===== src/core/sac_pkg.sv =====
// Shared constants and types of the converter control block
package sac_pkg;
  localparam int ADDR_W = 5;
  localparam logic [4:0] OFF_MUX = 5'h00;
  localparam logic [4:0] OFF_CTL = 5'h04;
  localparam logic [4:0] OFF_RES_LO = 5'h08;
  localparam logic [4:0] OFF_RES_HI = 5'h0C;
  localparam logic [4:0] OFF_TRIG = 5'h10;
  localparam logic [7:0] RST_MUX = 8'h00;
  localparam logic [7:0] RST_CTL = 8'h00;
  localparam logic [2:0] RST_TRIG = 3'h0;
  localparam logic [9:0] RST_RES = 10'h000;
  // mux_select fields
  localparam int MUX_REF_HI = 7;
  localparam int MUX_REF_LO = 6;
  localparam int MUX_LEFT = 5;
  localparam int MUX_UNUSED = 4;
  localparam int MUX_CH_HI = 3;
  localparam int MUX_CH_LO = 0;
  // conv_control_a fields
  localparam int CTL_EN = 7;
  localparam int CTL_START = 6;
  localparam int CTL_ATE = 5;
  localparam int CTL_FLAG = 4;
  localparam int CTL_IE = 3;
  localparam int CTL_PS_HI = 2;
  localparam int CTL_PS_LO = 0;
  // Reference codes
  localparam logic [1:0] REF_EXT_PIN = 2'h0;
  localparam logic [1:0] REF_ANALOG_SUPPLY = 2'h1;
  localparam logic [1:0] REF_INTERNAL = 2'h3;
  // Channel codes beyond the eight inputs
  localparam logic [3:0] CH_LAST_INPUT = 4'h7;
  localparam logic [3:0] CH_BANDGAP = 4'hE;
  localparam logic [3:0] CH_GROUND = 4'hF;
  localparam logic [2:0] TRIG_FREE_RUN = 3'h0;
  // Conversion lengths in converter clocks
  localparam logic [4:0] FIRST_CONV_CYC = 5'd25;
  localparam logic [4:0] NORMAL_CONV_CYC = 5'd13;
  localparam logic [4:0] SAR_CYC = 5'd10;
  localparam logic [9:0] SAR_MID = 10'h200;
  localparam int PS_W = 7;

  typedef enum logic {SAC_IDLE, SAC_CONV} sac_state_t;

  typedef struct packed {
    logic power;
    logic [1:0] ref_sel;
    logic [3:0] channel;
    logic sample;
    logic [9:0] dac;
  } sac_ana_t;
endpackage : sac_pkg


===== src/core/sac_prescaler.sv =====
// Converter clock enable generator
`timescale 1ns/10ps
`default_nettype none
module sac_prescaler (
  input wire logic pclk,
  input wire logic presetn,
  input wire logic run,
  input wire logic [2:0] div_sel,
  output logic tick
);
  import sac_pkg::*;

  logic [sac_pkg::PS_W-1:0] cnt_q;
  logic [sac_pkg::PS_W-1:0] cnt_d;
  logic [sac_pkg::PS_W-1:0] last;

  // Divisor minus one; codes 0 and 1 both divide by two
  function automatic logic [PS_W-1:0] div_last(input logic [2:0] s);
    logic [PS_W:0] d;
    d = (s == 3'h0) ? 8'h02 : (8'h01 << s);
    return d[PS_W-1:0] - 7'h01;
  endfunction : div_last

  assign last = div_last(div_sel);
  assign tick = run && (cnt_q == last);
  assign cnt_d = (!run || tick) ? 7'h00 : cnt_q + 7'h01;

  always_ff @(posedge pclk or negedge presetn) begin
    if (!presetn) begin
      cnt_q <= 7'h00;
    end else begin
      cnt_q <= cnt_d;
    end
  end

  property p_tick_gap;
    @(posedge pclk) disable iff (!presetn)
    tick |=> !tick;
  endproperty
  a_tick_gap: assert property (p_tick_gap)
    else $error("converter clock enable on two adjacent cycles");

  property p_no_tick_off;
    @(posedge pclk) disable iff (!presetn)
    !run |-> !tick;
  endproperty
  a_no_tick_off: assert property (p_no_tick_off)
    else $error("converter clock enable while disabled");
endmodule : sac_prescaler
`default_nettype wire


===== src/core/sac_top.sv =====
// Register file and conversion sequencer of the 10-bit converter
//
// Design decisions made here: the APB interface to the registers and the placing of the registers.
`timescale 1ns/10ps
`default_nettype none
//
// Behaviour
// - Unsigned 10-bit code, zero is ground
// - Reference field picks pin, supply or internal
// - Selection changes wait until conversion completes
// - Alignment bit changes result layout immediately
// - Unused mux bit always reads zero
// - Channel field picks inputs, bandgap or ground
// - Enable bit on; clearing aborts conversion
// - First conversion 25 clocks, later ones 13
// - Start bit reads one while busy; zero ignored
// - Auto trigger starts on selected rising edge
// - Done flag set when result registers update
// - Flag cleared by vector taken or one
// - Interrupt needs flag, enable and global enable
// - Prescaler divides by 2,2,4 up to 128
// - Right aligned: high holds bits 9:8
// - Left aligned: high holds bits 9:2
// - Low read freezes results until high read
// - Code zero free-runs; switching adds no trigger
module sac_top (
  input wire logic pclk,
  input wire logic presetn,
  input wire logic psel,
  input wire logic penable,
  input wire logic pwrite,
  input wire logic [sac_pkg::ADDR_W-1:0] paddr,
  input wire logic [31:0] pwdata,
  input wire logic [3:0] pstrb,
  output logic [31:0] prdata,
  output logic pready,
  output logic pslverr,
  input wire logic [7:1] trig_src,
  input wire logic global_irq_enable,
  input wire logic irq_vector_taken,
  output logic irq,
  input wire logic cmp_high,
  output sac_pkg::sac_ana_t ana
);
  import sac_pkg::*;

  logic [7:0] mux_q;
  logic en_q;
  logic ate_q;
  logic ie_q;
  logic [2:0] ps_q;
  logic flag_q;
  logic flag_d;
  logic [2:0] ts_q;
  sac_state_t state_q;
  logic pend_q;
  logic first_q;
  logic [4:0] cnt_q;
  logic [4:0] len_q;
  logic [3:0] bit_q;
  logic [9:0] dac_q;
  logic [9:0] res_q;
  logic hold_q;
  logic [5:0] lock_q;
  logic trig_prev_q;
  logic [31:0] prdata_q;

  logic tick;
  logic setup;
  logic access;
  logic wr;
  logic rd;
  logic wr_lane;
  logic sel_mux;
  logic sel_ctl;
  logic sel_lo;
  logic sel_hi;
  logic sel_trig;
  logic mapped;
  logic [7:0] wdat;
  logic [7:0] ctl_rd;
  logic [7:0] mux_rd;
  logic [7:0] res_lo_rd;
  logic [7:0] res_hi_rd;
  logic [7:0] rd_mux;
  logic busy;
  logic start_sw;
  logic trig_sel;
  logic trig_rise;
  logic done;
  logic update;
  logic start_auto;
  logic start_now;
  logic in_sar;
  logic sar_begin;
  logic en_next;
  logic [5:0] sel_now;

  // Register decode
  assign setup = psel && !penable;
  assign access = psel && penable;
  assign wr = access && pwrite;
  assign rd = access && !pwrite;
  assign wr_lane = wr && pstrb[0];
  assign wdat = pwdata[7:0];
  assign sel_mux = (paddr == OFF_MUX);
  assign sel_ctl = (paddr == OFF_CTL);
  assign sel_lo = (paddr == OFF_RES_LO);
  assign sel_hi = (paddr == OFF_RES_HI);
  assign sel_trig = (paddr == OFF_TRIG);
  assign mapped = sel_mux || sel_ctl || sel_lo || sel_hi || sel_trig;
  assign pready = 1'b1;
  assign pslverr = access && !mapped;
  assign prdata = prdata_q;

  assign busy = (state_q == SAC_CONV);
  assign mux_rd = {mux_q[7:5], 1'b0, mux_q[3:0]};
  assign ctl_rd = {en_q, busy || pend_q, ate_q, flag_q, ie_q, ps_q};
  // Presentation follows the alignment bit live
  assign res_hi_rd = mux_q[MUX_LEFT] ? res_q[9:2]
                                     : {6'h00, res_q[9:8]};
  assign res_lo_rd = mux_q[MUX_LEFT] ? {res_q[1:0], 6'h00}
                                     : res_q[7:0];
  assign rd_mux = sel_mux ? mux_rd :
                  sel_ctl ? ctl_rd :
                  sel_lo ? res_lo_rd :
                  sel_hi ? res_hi_rd :
                  sel_trig ? {5'h00, ts_q} : 8'h00;

  // Control writes
  assign en_next = (wr_lane && sel_ctl) ? wdat[CTL_EN] : en_q;
  assign start_sw = wr_lane && sel_ctl && wdat[CTL_START]
                    && wdat[CTL_EN];

  // Trigger path
  assign trig_sel = (ts_q == TRIG_FREE_RUN) ? 1'b0
                                            : trig_src[ts_q];
  assign trig_rise = trig_sel && !trig_prev_q;
  // Free-running re-arms at completion, edges only when idle
  assign start_auto = en_q && ate_q
                      && ((ts_q != TRIG_FREE_RUN)
                          ? (trig_rise && !busy && !pend_q)
                          : done);

  // Sequencer timing
  assign start_now = tick && pend_q && !busy;
  assign done = busy && tick && (cnt_q == len_q - 5'd1);
  assign update = done && !hold_q;
  assign sar_begin = busy && tick
                     && (cnt_q == len_q - SAR_CYC - 5'd2);
  assign in_sar = busy && (cnt_q >= len_q - SAR_CYC - 5'd1)
                  && (cnt_q < len_q - 5'd1);

  // Selection is transparent when idle, frozen while busy
  assign sel_now = busy ? lock_q : {mux_q[7:6], mux_q[3:0]};

  assign ana.power = en_q;
  assign ana.ref_sel = sel_now[5:4];
  assign ana.channel = sel_now[3:0];
  assign ana.sample = busy && !in_sar;
  assign ana.dac = dac_q;

  assign flag_d = update || (flag_q && !(irq_vector_taken
                  || (wr_lane && sel_ctl && wdat[CTL_FLAG])));
  assign irq = flag_q && ie_q && global_irq_enable;

  sac_prescaler u_presc (
    .pclk(pclk),
    .presetn(presetn),
    .run(en_q),
    .div_sel(ps_q),
    .tick(tick)
  );

  always_ff @(posedge pclk or negedge presetn) begin
    if (!presetn) begin
      mux_q <= RST_MUX;
      {en_q, ate_q, ie_q} <= 3'h0;
      ps_q <= RST_CTL[CTL_PS_HI:CTL_PS_LO];
      ts_q <= RST_TRIG;
      flag_q <= 1'b0;
      prdata_q <= 32'h0000_0000;
      trig_prev_q <= 1'b0;
    end else begin
      flag_q <= flag_d;
      trig_prev_q <= trig_sel;
      if (setup && !pwrite) begin
        prdata_q <= {24'h00_0000, rd_mux};
      end
      if (wr_lane && sel_mux) begin
        mux_q <= {wdat[7:5], 1'b0, wdat[3:0]};
      end
      if (wr_lane && sel_trig) begin
        ts_q <= wdat[2:0];
      end
      if (wr_lane && sel_ctl) begin
        en_q <= wdat[CTL_EN];
        ate_q <= wdat[CTL_ATE];
        ie_q <= wdat[CTL_IE];
        ps_q <= wdat[CTL_PS_HI:CTL_PS_LO];
      end
    end
  end

  // Conversion sequencer
  always_ff @(posedge pclk or negedge presetn) begin
    if (!presetn) begin
      state_q <= SAC_IDLE;
      pend_q <= 1'b0;
      first_q <= 1'b1;
      cnt_q <= 5'd0;
      len_q <= NORMAL_CONV_CYC;
      lock_q <= 6'h00;
      bit_q <= 4'h0;
      dac_q <= 10'h000;
    end else if (!en_next) begin
      state_q <= SAC_IDLE;
      pend_q <= 1'b0;
      first_q <= 1'b1;
      cnt_q <= 5'd0;
    end else begin
      if (start_sw || start_auto) begin
        pend_q <= 1'b1;
      end else if (start_now) begin
        pend_q <= 1'b0;
      end
      if (start_now) begin
        state_q <= SAC_CONV;
        cnt_q <= 5'd0;
        len_q <= first_q ? FIRST_CONV_CYC : NORMAL_CONV_CYC;
        first_q <= 1'b0;
        lock_q <= {mux_q[7:6], mux_q[3:0]};
        dac_q <= 10'h000;
      end else if (done) begin
        state_q <= SAC_IDLE;
        cnt_q <= 5'd0;
      end else if (busy && tick) begin
        cnt_q <= cnt_q + 5'd1;
        if (sar_begin) begin
          dac_q <= SAR_MID;
          bit_q <= 4'd9;
        end else if (in_sar) begin
          dac_q[bit_q] <= cmp_high;
          if (bit_q != 4'd0) begin
            dac_q[bit_q - 4'd1] <= 1'b1;
          end
          bit_q <= bit_q - 4'd1;
        end
      end
    end
  end

  // Result registers and read pairing
  always_ff @(posedge pclk or negedge presetn) begin
    if (!presetn) begin
      res_q <= RST_RES;
      hold_q <= 1'b0;
    end else begin
      if (update) begin
        res_q <= dac_q;
      end
      if (rd && sel_hi) begin
        hold_q <= 1'b0;
      end else if (rd && sel_lo) begin
        hold_q <= 1'b1;
      end
    end
  end

  // Checks on the sequencer and register file
  logic [4:0] h_ticks_q;
  logic h_first_q;
  always_ff @(posedge pclk or negedge presetn) begin
    if (!presetn) begin
      h_ticks_q <= 5'd0;
      h_first_q <= 1'b0;
    end else if (start_now) begin
      h_ticks_q <= 5'd1;
      h_first_q <= first_q;
    end else if (busy && tick) begin
      h_ticks_q <= h_ticks_q + 5'd1;
    end
  end

  property p_len;
    @(posedge pclk) disable iff (!presetn)
    done && en_next |-> h_ticks_q == (h_first_q ? 5'd25 : 5'd13);
  endproperty
  a_len: assert property (p_len)
    else $error("conversion length wrong");

  property p_lock;
    @(posedge pclk) disable iff (!presetn)
    busy && $past(busy) |-> $stable(ana.channel) && $stable(ana.ref_sel);
  endproperty
  a_lock: assert property (p_lock)
    else $error("selection changed during conversion");

  property p_unused;
    @(posedge pclk) disable iff (!presetn)
    setup && !pwrite && sel_mux |=> prdata[MUX_UNUSED] == 1'b0;
  endproperty
  a_unused: assert property (p_unused)
    else $error("unused mux bit read as one");

  property p_abort;
    @(posedge pclk) disable iff (!presetn)
    wr_lane && sel_ctl && !wdat[CTL_EN] |=> !busy && !pend_q;
  endproperty
  a_abort: assert property (p_abort)
    else $error("conversion survived disable");

  property p_busy_reads;
    @(posedge pclk) disable iff (!presetn)
    setup && !pwrite && sel_ctl && busy |=> prdata[CTL_START];
  endproperty
  a_busy_reads: assert property (p_busy_reads)
    else $error("start bit read zero while busy");

  property p_flag_set;
    @(posedge pclk) disable iff (!presetn)
    update |=> flag_q && res_q == $past(dac_q);
  endproperty
  a_flag_set: assert property (p_flag_set)
    else $error("flag or result not updated at completion");

  property p_flag_clr;
    @(posedge pclk) disable iff (!presetn)
    flag_q && !update && irq_vector_taken |=> !flag_q;
  endproperty
  a_flag_clr: assert property (p_flag_clr)
    else $error("flag survived vector taken");

  property p_irq;
    @(posedge pclk) disable iff (!presetn)
    $rose(irq) |-> flag_q && ie_q && global_irq_enable;
  endproperty
  a_irq: assert property (p_irq)
    else $error("interrupt without its conditions");

  property p_hold;
    @(posedge pclk) disable iff (!presetn)
    hold_q && !(rd && sel_hi) |=> $stable(res_q);
  endproperty
  a_hold: assert property (p_hold)
    else $error("result changed between low and high read");

  property p_right;
    @(posedge pclk) disable iff (!presetn)
    setup && !pwrite && sel_hi && !mux_q[MUX_LEFT] |=> prdata[7:2] == 6'h00;
  endproperty
  a_right: assert property (p_right)
    else $error("right aligned high register has upper bits");
endmodule : sac_top
`default_nettype wire


===== config.mk =====
export PLATFORM = sky130hd
export DESIGN_NAME = sac_top
export DESIGN_NICKNAME = d
export VERILOG_FILES = /design/src/core/sac_pkg.sv /design/src/core/sac_prescaler.sv /design/src/core/sac_top.sv
export SDC_FILE = /design/constraint.sdc
export NUM_CORES = 1
export LEC_CHECK = 0
export BUFFER_PORTS_ARGS = -buffer_cell sky130_fd_sc_hd__buf_2
export CORE_MARGIN = 5
export CORE_UTILIZATION = 30
export CTS_BUF_LIST = sky130_fd_sc_hd__clkbuf_16
export DETAILED_ROUTE_END_ITERATION = 7
export PLACE_DENSITY = 0.47
export SETUP_SLACK_MARGIN = 0.05
export SYNTH_ARGS = -nofsm -noshare
export SYNTH_HDL_FRONTEND = slang
export SYNTH_SLANG_ARGS = --single-unit

===== constraint.sdc =====
create_clock -name pclk -period 2.5 [get_ports pclk]
set_input_delay 0.5 -clock pclk [delete_from_list [all_inputs] [get_ports pclk]]
set_output_delay 0.5 -clock pclk [all_outputs]
set_load 0.02 [all_outputs]

# Word level (Yosys, flattened, before mapping)
# Index checks and enable logic that the tools add are counted.
# W data, S select, Z words.
classes:
  order_cmp: 7
  reduce_logical: 66
  shifts: 1
  n_addsub: 8
  bitwise_logic: 3
  muxes: 42
  eq_ne: 12
op_table:
  columns: ["op", "n"]
  rows:
  - ["$mux W10", 6]
  - ["$mux W8", 6]
  - ["$logic_and A1 B1 Y1", 35]
  - ["$mux W5", 5]
  - ["$mux W1", 15]
  - ["$mux W7", 2]
  - ["$bwmux W10", 1]
  - ["$eq A5 B4 Y1 const B", 2]
  - ["$eq A5 B5 Y1", 2]
  - ["$logic_not A1 Y1", 10]
  - ["$lt A4 B5 Y1 const B", 2]
  - ["$or A10 B10 Y10", 1]
  - ["$sub A5 B1 Y5 const B", 2]
  - ["$logic_or A1 B1 Y1", 9]
  - ["$demux W1 S4", 2]
  - ["$ge A4 B1 Y1 const B", 2]
  - ["$mux W4", 2]
  - ["$add A7 B1 Y7 const B", 1]
  - ["$eq A7 B7 Y1", 1]
  - ["$shl A1 B3 Y7 const A", 1]
  - ["$sub A7 B1 Y7 const B", 1]
  - ["$logic_not A3 Y1", 2]
  - ["$mux W6", 1]
  - ["$reduce_bool A2 Y1", 3]
  - ["other kinds (23)", 25]
word_totals:
  ff_bits: 77
  word_cells: 159
  inputBits: 56

# Depth between registers and ports, before layout
# Gate-level depths: netlist of the first run.
depth:
  word_depth: 12
  mapped_depth: 10
  mapped_depth_nobuf: 8

# Modules after synthesis
# From an unflattened synthesis of the first run, not the netlist that was laid out.
hier_totals:
  hier_cells: 476
  hier_area_um2: 4625.7
by_module_without_submodules:
  columns: ["mod", "area_each_um2", "cells_each", "n_inst"]
  rows:
  - ["sac_top", 4136.5, 422, 1]
  - ["sac_prescaler", 489.2, 54, 1]

# Worst setup path after synthesis of the first run
# No wires, ideal clock.
synth_path:
  kind: "reg-to-output"
  start: "reg len_q[2]"
  end: "out ana[10] (netlist bit)"
  arrival_time_ns: 1.904
  n_path_buf: 1
  t_required_ns: 2.000
  stages_incl_launch_ff: 8
  path_slack_ns: 0.096
  path_cell_list: "dfstp_2 > xor2_1 > ha_1 > or2_2 > o211ai_1 > nor2_1 > clkbuf_1 > nor2_1"
synth_rtl:
  columns: ["item", "line_no", "text"]
  rows:
  - ["from (decl)", "sac_top.sv:59", "logic [4:0] len_q;"]
  - ["from (signal assigned)", "sac_top.sv:230", "len_q <= first_q ? FIRST_CONV_CYC : NORMAL_CONV_CYC;"]
  - ["to (decl)", "sac_top.sv:43", "output sac_pkg::sac_ana_t ana"]

==> reports/qor.csv, run 1 <==
stage;metric;value;unit
power_and_ir_drop;PD cells;481;nW/µm²
synth;Area contributors post-synth;dfrtp_1 39%, mux2_2 9.8%, buf_4 4.3%;
place;dpl cells;744;
route;Remaining DRCs;0;
power_and_ir_drop;Max VDD drop;0.314;mV
clock_network;CTS max path bufs;2;
timing;Max Fclk;396;MHz
timing;min Tclk post-route;2.52;ns
finish;Layout Area Growth over Synthesis;24.4;%
timing;final worst slack;-0.0232;ns
synth;Avg Cell Area, Syn;9.63;µm²
clock_network;cts bufs inserted;9;
setup_path;crit path launch;cnt_q[2];
die;Die H;134;µm
synth;fraction of registers with async set/reset;1.00;
finish;antenna diode count;0;
setup_path;Setup CP Type;reg -> out;
synth;post-synth top area cell;dfrtp_1;
route;Routed WL;12400;µm
setup_path;CP max stage cell;dfrtp_1;
synth;Yosys top cell area share;0.392;
clock_network;clock sinks;74;
status;status;finished, violations left;
global_routing;Overflow after GRT;0;
finish;Reg area;1860;µm²
finish;fill cell count;1534;
power_and_ir_drop;clock power share;0.461;
synth;YS warnings;0;
place;gpl congestion;0.861;
power_and_ir_drop;Seq pwr share;0.452;
power_and_ir_drop;sw frac;0.248;
route;1st-iter DRT viols;195;
power_and_ir_drop;cell leakage power;2.62;nW
die;Die W;134;µm
timing;Slew headroom;0.585;
timing;setup violators final;1;
place;pre-CTS WS;-0.0783;ns
timing;Slew Viols, Final;0;
status;failing checks;setup timing;
route;Final ANT Viol Nets;0;
finish;Non-Filler Instances;764;
synth;most common cell in the synthesized netlist;dfrtp_1;
global_routing;pin count of the biggest net entering global routing;45;
setup_path;worst r2r dst;bit_q[0];
setup_path;CP peak stage delay;0.43;ns
timing;Final Hold Vio Count;0;
setup_path;Worst Path Buf+Inv;1;
hold_path;Worst Hold Class;in -> async;
clock_network;H-Tree Depth;3;
synth;largest family of logic cells by synthesized area;compound AO/OA/AOI/OAI gates;
setup_path;most used cell, CP;nor2_2;
setup_path;Reg2Reg Setup Slack;0.01;ns
global_routing;vias in the first global route;3901;
setup_path;CP Capture Type;output port;
place;Port Buf Inserts;56;
setup_path;Arr. time, crit path;2.02;ns
die;die area;17900;µm²
setup_path;Crit. path cell count;6;
clock_network;later-pin clock latency in the skew report;0.34;ns
finish;share of cells above drive strength 1;0.330;
setup_path;Data required, critical path;2.00;ns
clock_network;CTS clk-pin slew, worst paths;0.06;ns
synth;post-synthesis mux area share;0.116;
die;Top Ports;109;
power_and_ir_drop;Sw Pwr;0.000683;W
setup_path;Cell Chain, Critical Path;ha_1 > or3_1 > a311oi_2 > nor2_2 > nor2_2 > buf_6;
synth;ys flop type;dfrtp_1;
synth;number of synthesized flops with an enable pin;0;
setup_path;worst setup path end;ana[10];
finish;multi-input logic area;2540;µm²
clock_network;Root Buffer Master;clkbuf_16;
synth;xor/xnor share of the synthesized area;0.0153;
timing;skew final;0.00616;ns
global_routing;initial antenna violation count;0;
timing;post-route clock period utilization;1.01;
route;wire length per cell;16.2;µm
synth;Mapped Cells;477;
power_and_ir_drop;Comb pwr share;0.087;
synth;Yosys reg bits;74;
setup_path;Startpoint Class;flop;
route;drt via density;5.07;
synth;synthesized area;4590;µm²
global_routing;Tot GR Track Use;0.142;
place;DP Wirelength;9440;µm
setup_path;Critical R2R Launch;len_q[2];
die;area of the core;15100;µm²
route;via count;3875;
synth;post-synthesis simple-gate area fraction;0.169;
timing;worst hold slack;0.175;ns
route;TritonRoute pass-1 iters;4;
power_and_ir_drop;Final Total Pwr;0.00275;W
setup_path;worst-path maximum fanout;6;
flow_run;Max Cap Viol;0;
synth;post-synthesis sequential area ratio;0.404;
timing;final setup TNS;-0.0232;ns
clock_network;TritonCTS clock tree;built;
synth;Cell variety after synth;68;
synth;post-synthesis adder-cell area fraction;0.0381;
timing;RSZ-0062 raised after global routing;yes;
power_and_ir_drop;Pint;0.00207;W
die;num rows;45;
timing;Least-Margin Pin Slew;0.622;ns
global_routing;global-route wire length before repair;20400;µm
setup_path;Largest delay share family, worst path;simple AND/OR/NAND/NOR gates;
synth;Synth Area in Compound Gates;0.178;
die;Initial Util;0.304;
synth;Post-synth top cells;72 x dfrtp_1, 51 x nand2_1, 40 x mux2_2;
finish;Final nets;642;
setup_path;reg2reg path depth;10;
[metrics by stage]
step	area, µm²	util
5_1_grt	5710	0.379
6_report	5710	0.379
2_1_floorplan	4680	-
3_3_place_gp	5310	0.352
3_5_place_dp	5310	0.352
4_1_cts	5640	0.374
[how the worst min path moves through the flow]
stage,from,end,slack [ns],cells after the start
2_1_floorplan,presetn,ate_q,0.20,0
3_3_place_gp,prdata[2],prdata[2],0.47,2
3_5_place_dp,prdata[1],prdata[1],0.47,2
4_1_cts,presetn,u_presc.cnt_q[5],0.20,1
5_1_grt,presetn,lock_q[1],0.23,1
6_report,presetn,u_presc.cnt_q[5],0.18,1
[state kept, by name (all words and copies together) (netlist names), 2 cells and up]
name and flops:
bit_q 4, mux_q 7, prdata 8, cnt_q 5, ps_q 3, dac_q 10
res_q 10, len_q 2, lock_q 6, ts_q 3, u_presc.cnt_q 7
[cell families (layout without fill, tap and decap cells)]
family	after synthesis	after routing
AND/OR/NAND/NOR	153	153
AO/OA/AOI/OAI	112	112
flip-flops	74	74
buffers and inverters	67	143
multiplexers	47	47
adder cells (fa/ha/maj)	14	14
XOR/XNOR	8	8
other	2	25
[area by class of cell]
class	count	area share
Clock buffer	9	0.0394
Tap cell	188	0.0412
Multi-Input combinational cell	359	0.445
Clock inverter	6	0.0103
Timing Repair Buffer	111	0.129
Inverter	17	0.0112
Sequential cell	74	0.325
[placed cells by master (no fill, tap or decap), types with 5 or more instances in the layout]
cell	netlist	routed
or3_1	5	5
mux2_2	40	40
o21ai_0	22	22
dfrtp_1	72	71
nand4_1	7	7
buf_4	26	52
a211oi_1	5	5
nor3_1	9	8
xnor2_1	5	5
a21oi_1	18	18
nor2b_1	8	8
nor4_1	8	7
mux2i_1	6	6
nand3_1	9	9
nand2_1	51	51
nor2_1	28	26
clkbuf_16	0	9
a21o_1	5	5
ha_1	14	14
buf_2	7	54
conb_1	2	25
a22oi_1	6	6
and3_1	6	6
o31ai_1	7	6
inv_1	16	16
and2_1	5	5
[metal layers]
| layer | track usage | wire length (µm) |
|---|---|---|
| met5 | 0 | 0 |
| met4 | 0.0320 | 120 |
| met3 | 0.0404 | 596 |
| met2 | 0.225 | 5720 |
| met1 | 0.192 | 5950 |
[what timing repair did]
action,in CTS,in global routing
pin swaps,4,5
gates resized for setup,7,13
hold buffers,0,0
setup endpoints to repair,11,23
buffers inserted,3,2
[power by group through the flow]
stage	Sequential, W	Clock, W	Combinational [W]
floorplan	0.00126	0	0.000159
global placement	0.00126	0	0.000237
detailed placement	0.00126	0	0.000239
CTS	0.00124	0.00132	0.000241
global route	0.00125	0.00136	0.000264
finish	0.00124	0.00127	0.000239
Power figures use the tool's default switching activity.
==> run 2: changes to the inputs <==
--- a/config.mk
+++ b/config.mk
@@ -7,10 +7,10 @@
 export LEC_CHECK = 0
 export BUFFER_PORTS_ARGS = -buffer_cell sky130_fd_sc_hd__buf_2
 export CORE_MARGIN = 5
-export CORE_UTILIZATION = 30
+export CORE_UTILIZATION = 49
 export CTS_BUF_LIST = sky130_fd_sc_hd__clkbuf_16
 export DETAILED_ROUTE_END_ITERATION = 7
-export PLACE_DENSITY = 0.47
+export PLACE_DENSITY = 0.73
 export SETUP_SLACK_MARGIN = 0.05
 export SYNTH_ARGS = -nofsm -noshare
 export SYNTH_HDL_FRONTEND = slang
==> reports/qor.csv, run 2 (same netlist as run 1, synthesis figures left out) <==
stage;metric;value;unit
power_and_ir_drop;Sw Pwr;0.000647;W
clock_network;TritonCTS clock tree;built;
power_and_ir_drop;Comb pwr share;0.079;
setup_path;Startpoint Class;flop;
timing;post-route clock period utilization;1.01;
setup_path;Arr. time, crit path;2.02;ns
global_routing;GR Layer Usage met3;0.0373;
setup_path;most used cell, CP;nor2_2;
setup_path;Cell Chain, Critical Path;buf_4 > ha_1 > or3_1 > a311oi_2 > nor2_2 > nor2_2 > buf_6;
hold_path;Worst Hold Class;in -> async;
power_and_ir_drop;Max VDD drop;0.279;mV
finish;most frequent cells in the layout;71 x dfrtp_1, 55 x buf_2, 51 x nand2_1;
setup_path;Setup CP Type;reg -> out;
setup_path;Data required, critical path;2.00;ns
timing;Least-Margin Pin Slew;0.643;ns
clock_network;H-Tree Depth;3;
setup_path;crit path launch;len_q[2];
timing;final worst slack;-0.0244;ns
setup_path;CP Capture Type;output port;
power_and_ir_drop;Final Total Pwr;0.00280;W
die;Die W;107;µm
global_routing;Tot GR Track Use;0.207;
clock_network;cts bufs inserted;9;
status;status;finished, violations left;
clock_network;Root Buffer Master;clkbuf_16;
global_routing;Top Usage Layer GRT;met2;
finish;Layout Area Growth over Synthesis;18.6;%
die;num rows;35;
route;wire length per cell;17.2;µm
power_and_ir_drop;Pint;0.00216;W
place;gpl congestion;0.980;
setup_path;Critical R2R Launch;len_q[2];
route;Final ANT Viol Nets;0;
setup_path;worst-path maximum fanout;4;
die;Die H;107;µm
timing;Max Fclk;396;MHz
timing;RSZ-0062 raised after global routing;yes;
die;Top Ports;109;
global_routing;GR Layer Usage met1;0.278;
route;Remaining DRCs;0;
timing;Slew headroom;0.570;
finish;antenna diode count;0;
timing;setup violators final;1;
clock_network;later-pin clock latency in the skew report;0.33;ns
timing;Slew Viols, Final;0;
die;Initial Util;0.499;
route;drt via density;5.91;
power_and_ir_drop;cell leakage power;2.53;nW
timing;Final Hold Vio Count;0;
route;1st-iter DRT viols;272;
setup_path;Reg2Reg Setup Slack;0.02;ns
die;die area;11400;µm²
die;area of the core;9200;µm²
clock_network;CTS max path bufs;2;
timing;skew final;0.00665;ns
finish;Final nets;623;
clock_network;CTS clk-pin slew, worst paths;0.06;ns
place;DP Wirelength;8340;µm
setup_path;CP peak stage delay;0.38;ns
finish;share of cells above drive strength 1;0.294;
route;via count;3947;
global_routing;Overflow after GRT;0;
global_routing;M2 GR Usage;0.342;
flow_run;Max Cap Viol;0;
global_routing;initial antenna violation count;0;
finish;most common cell after layout, fill and taps aside;dfrtp_1;
clock_network;clock sinks;74;
power_and_ir_drop;sw frac;0.231;
power_and_ir_drop;clock power share;0.478;
route;Routed WL;11500;µm
route;TritonRoute pass-1 iters;4;
status;failing checks;setup timing;
global_routing;vias in the first global route;3849;
power_and_ir_drop;Seq pwr share;0.444;
place;Port Buf Inserts;56;
finish;final core utilization;0.592;
setup_path;CP max stage cell;dfstp_2;
timing;min Tclk post-route;2.52;ns
global_routing;pin count of the biggest net entering global routing;75;
power_and_ir_drop;PD cells;515;nW/µm²
global_routing;global-route wire length before repair;19200;µm
-- run 2: cell types whose count changed in the layout (fill, tap and decap cells not counted), moves of 2 or more --
| cell | before | now |
|---|---|---|
| buf_4 | 52 | 34 |
| clkinv_2 | 4 | 1 |
| a2111oi_2 | 2 | 0 |
| buf_6 | 3 | 1 |
| clkinvlp_4 | 0 | 2 |
-- run 2: power by group through the flow --
stage	logic [W]	registers (W)	clock network, W
detailed placement	0.000217	0.00127	0
floorplan	0.000159	0.00126	0
global placement	0.000213	0.00126	0
global route	0.000241	0.00125	0.00144
finish	0.000221	0.00124	0.00134
CTS	0.000220	0.00124	0.00138
-- run 2: per-stage QoR --
| stage | TNS (ns) | instance area [µm²] | hold slack, ns | std cells | setup slack (ns) |
|---|---|---|---|---|---|
| after detailed placement | -0.156 | 5070 | 0.470 | 649 | -0.0333 |
| after global placement | 0 | 5070 | 0.463 | 649 | 0.00987 |
| after CTS | -0.0507 | 5440 | 0.213 | 668 | -0.0507 |
| after global routing | -0.369 | 5450 | 0.229 | 668 | -0.0981 |
| final | -0.0244 | 5450 | 0.199 | 668 | -0.0244 |
| after floorplan | 0 | 4680 | 0.204 | 500 | 0.0955 |
-- run 2: layout make-up --
class                   count  area, µm²
flip-flops and latches     74       1860
fillers                   782       3750
well taps                 111        139
clock buffers               9        225
inverters                  17       63.8
repair buffers             92        582
multi-input cells         359       2500
clock inverters             6       83.8
-- run 2: worst max-delay path, delay by kind of cell (launching register included) --
kind            cells  cell delay [ns]
simple gates        3             0.54
fa+ha+maj           1             0.19
buf+inv             2             0.28
flops               1             0.38
compound gates      1             0.31
-- run 2: layer usage --
| metal | vias to the layer above | wire length, µm |
|---|---|---|
| li1 | 1857 | - |
| met1 | 1901 | 4930 |
| met2 | 166 | 5700 |
| met3 | 23 | 658 |
| met4 | 0 | 193 |
| met5 | - | 0 |
-- run 2: final timing paths --
kind                                         end  cells after the start
max in group asynchronous                ps_q[0]                      2
min in group pclk                          ate_q                      3
worst max register to register          dac_q[6]                     11
worst min-delay path            u_presc.cnt_q[6]                      2
worst max-delay path                     ana[10]                      7
worst min register to register         prdata[0]                      2
-- run 2: timing repair --
| item | in CTS | in global routing |
|---|---|---|
| pin swaps | 5 | 4 |
| hold buffers | 0 | 0 |
| setup buffers | 4 | 0 |
| gates resized for setup | 7 | 4 |
| endpoints found under the setup margin | 14 | 31 |
==> run 3: changes to the inputs <==
--- a/config.mk
+++ b/config.mk
@@ -6,12 +6,13 @@
 export NUM_CORES = 1
 export LEC_CHECK = 0
 export BUFFER_PORTS_ARGS = -buffer_cell sky130_fd_sc_hd__buf_2
+export CORE_ASPECT_RATIO = 0.5
 export CORE_MARGIN = 5
 export CORE_UTILIZATION = 49
 export CTS_BUF_LIST = sky130_fd_sc_hd__clkbuf_16
 export DETAILED_ROUTE_END_ITERATION = 7
 export PLACE_DENSITY = 0.73
-export SETUP_SLACK_MARGIN = 0.05
+export SETUP_SLACK_MARGIN = 0.4
 export SYNTH_ARGS = -nofsm -noshare
 export SYNTH_HDL_FRONTEND = slang
 export SYNTH_SLANG_ARGS = --single-unit
==> reports/qor.csv, run 3 (same netlist as run 1, synthesis figures left out) <==
stage;metric;value;unit
place;DP Wirelength;8270;µm
die;Die W;147;µm
die;num rows;25;
global_routing;initial antenna violation count;0;
route;drt via density;5.77;
route;wire length per cell;17.6;µm
setup_path;Data required, critical path;2.00;ns
status;status;finished, violations left;
finish;antenna diode count;0;
timing;Slew Viols, Final;0;
power_and_ir_drop;PD cells;471;nW/µm²
global_routing;Overflow after GRT;0;
route;Routed WL;12300;µm
timing;setup violators final;7;
timing;final worst slack;-0.140;ns
die;Top Ports;109;
timing;Least-Margin Pin Slew;0.776;ns
timing;skew final;0.00640;ns
status;failing checks;setup timing;
global_routing;Tot GR Track Use;0.208;
timing;worst hold slack;0.201;ns
die;Initial Util;0.494;
route;TritonRoute pass-1 iters;5;
clock_network;CTS clk-pin slew, worst paths;0.06;ns
global_routing;vias in the first global route;3938;
setup_path;Startpoint Class;flop;
place;dpl cells;664;
finish;Non-Filler Instances;700;
setup_path;Reg2Reg Setup Slack;-0.05;ns
flow_run;Max Cap Viol;0;
setup_path;CP Capture Type;output port;
die;area of the core;9290;µm²
clock_network;CTS max path bufs;2;
timing;Max Fclk;379;MHz
clock_network;later-pin clock latency in the skew report;0.33;ns
clock_network;cts bufs inserted;9;
timing;RSZ-0062 raised after global routing;yes;
power_and_ir_drop;Max VDD drop;0.292;mV
finish;most common cell after layout, fill and taps aside;dfrtp_1;
timing;Slew headroom;0.481;
clock_network;clock sinks;74;
setup_path;crit path launch;len_q[2];
route;1st-iter DRT viols;239;
setup_path;worst-path maximum fanout;4;
setup_path;Arr. time, crit path;2.14;ns
hold_path;Worst Hold Class;in -> async;
route;Final ANT Viol Nets;0;
clock_network;H-Tree Depth;3;
setup_path;reg2reg path depth;12;
place;gpl congestion;0.867;
finish;Final nets;644;
die;die area;11500;µm²
clock_network;Root Buffer Master;clkbuf_16;
finish;share of cells above drive strength 1;0.368;
timing;min Tclk post-route;2.64;ns
global_routing;pin count of the biggest net entering global routing;51;
timing;post-route clock period utilization;1.06;
setup_path;worst r2r dst;dac_q[5];
finish;Layout Area Growth over Synthesis;26.9;%
route;Remaining DRCs;0;
die;Die H;78.5;µm
place;Port Buf Inserts;56;
setup_path;Critical R2R Launch;len_q[2];
power_and_ir_drop;cell leakage power;2.66;nW
global_routing;global-route wire length before repair;19400;µm
finish;most frequent cells in the layout;67 x dfrtp_1, 53 x buf_2, 51 x nand2_1;
clock_network;Post-CTS Hold Fix Bufs;0;
setup_path;Setup CP Type;reg -> out;
timing;Final Hold Vio Count;0;
clock_network;TritonCTS clock tree;built;
route;via count;4036;
run 3: power breakdown:
part	switching [W]	leakage, nW	total, W	internal [W]
sequential	0.0000269	0.996	0.00124	0.00122
combinational	0.000151	1.52	0.000235	0.0000843
clock	0.000504	0.142	0.00126	0.000761
total	0.000681	2.66	0.00274	0.00206
run 3: repair_timing:
action	4_1_cts	5_1_grt
resized for setup	29	33
pin swaps	10	10
setup endpoints to repair	39	40
hold endpoints to repair	0	0
buffers inserted	10	10
run 3: routing by layer:
layer / vias up / global-route usage / routed length (µm)
li1: 1891 / - / -
met2: 134 / 0.345 / 5840
met4: 0 / 0.0586 / 166
met1: 1993 / 0.280 / 5630
met5: - / 0 / 0
met3: 18 / 0.0409 / 704
run 3: area by class of cell:
class	count	area, µm²
timing repair buffer	113	787
clock inverter	7	60.1
fill	733	3460
clock buffer	9	225
multi-input combinational	359	2680
tap	121	151
inverter	17	63.8
sequential	74	1860
run 3: critical path: stages (launching register included):
cell and delay (ns):
dfstp_2 0.38, buf_6 0.13, ha_4 0.15, or3_4 0.39, a311oi_4 0.31, nor2_2 0.11, buf_6 0.14, nor2_4 0.08
buf_6 0.12
run 3: worst max-delay path by stage:
stage,to,slack [ns],cells after the start
floorplan,bit_q[0],0.27,7
global placement,lock_q[4],0.05,7
detailed placement,dac_q[5],0.05,9
CTS,ana[10],-0.12,8
global route,dac_q[8],-0.20,12
finish,ana[10],-0.14,8
run 3: through the flow:
step                area (µm²)  power [W]  worst slack, ns  setup TNS (ns)  utilization
finish                    5830    0.00274           -0.140          -0.350        0.627
global route              5830    0.00285           -0.203           -1.48        0.627
CTS                       5600    0.00275           -0.115          -0.115        0.603
detailed placement        5130    0.00149           0.0508               0        0.553
global placement          5130    0.00148           0.0528               0        0.553
floorplan                 4720    0.00142            0.268               0            -
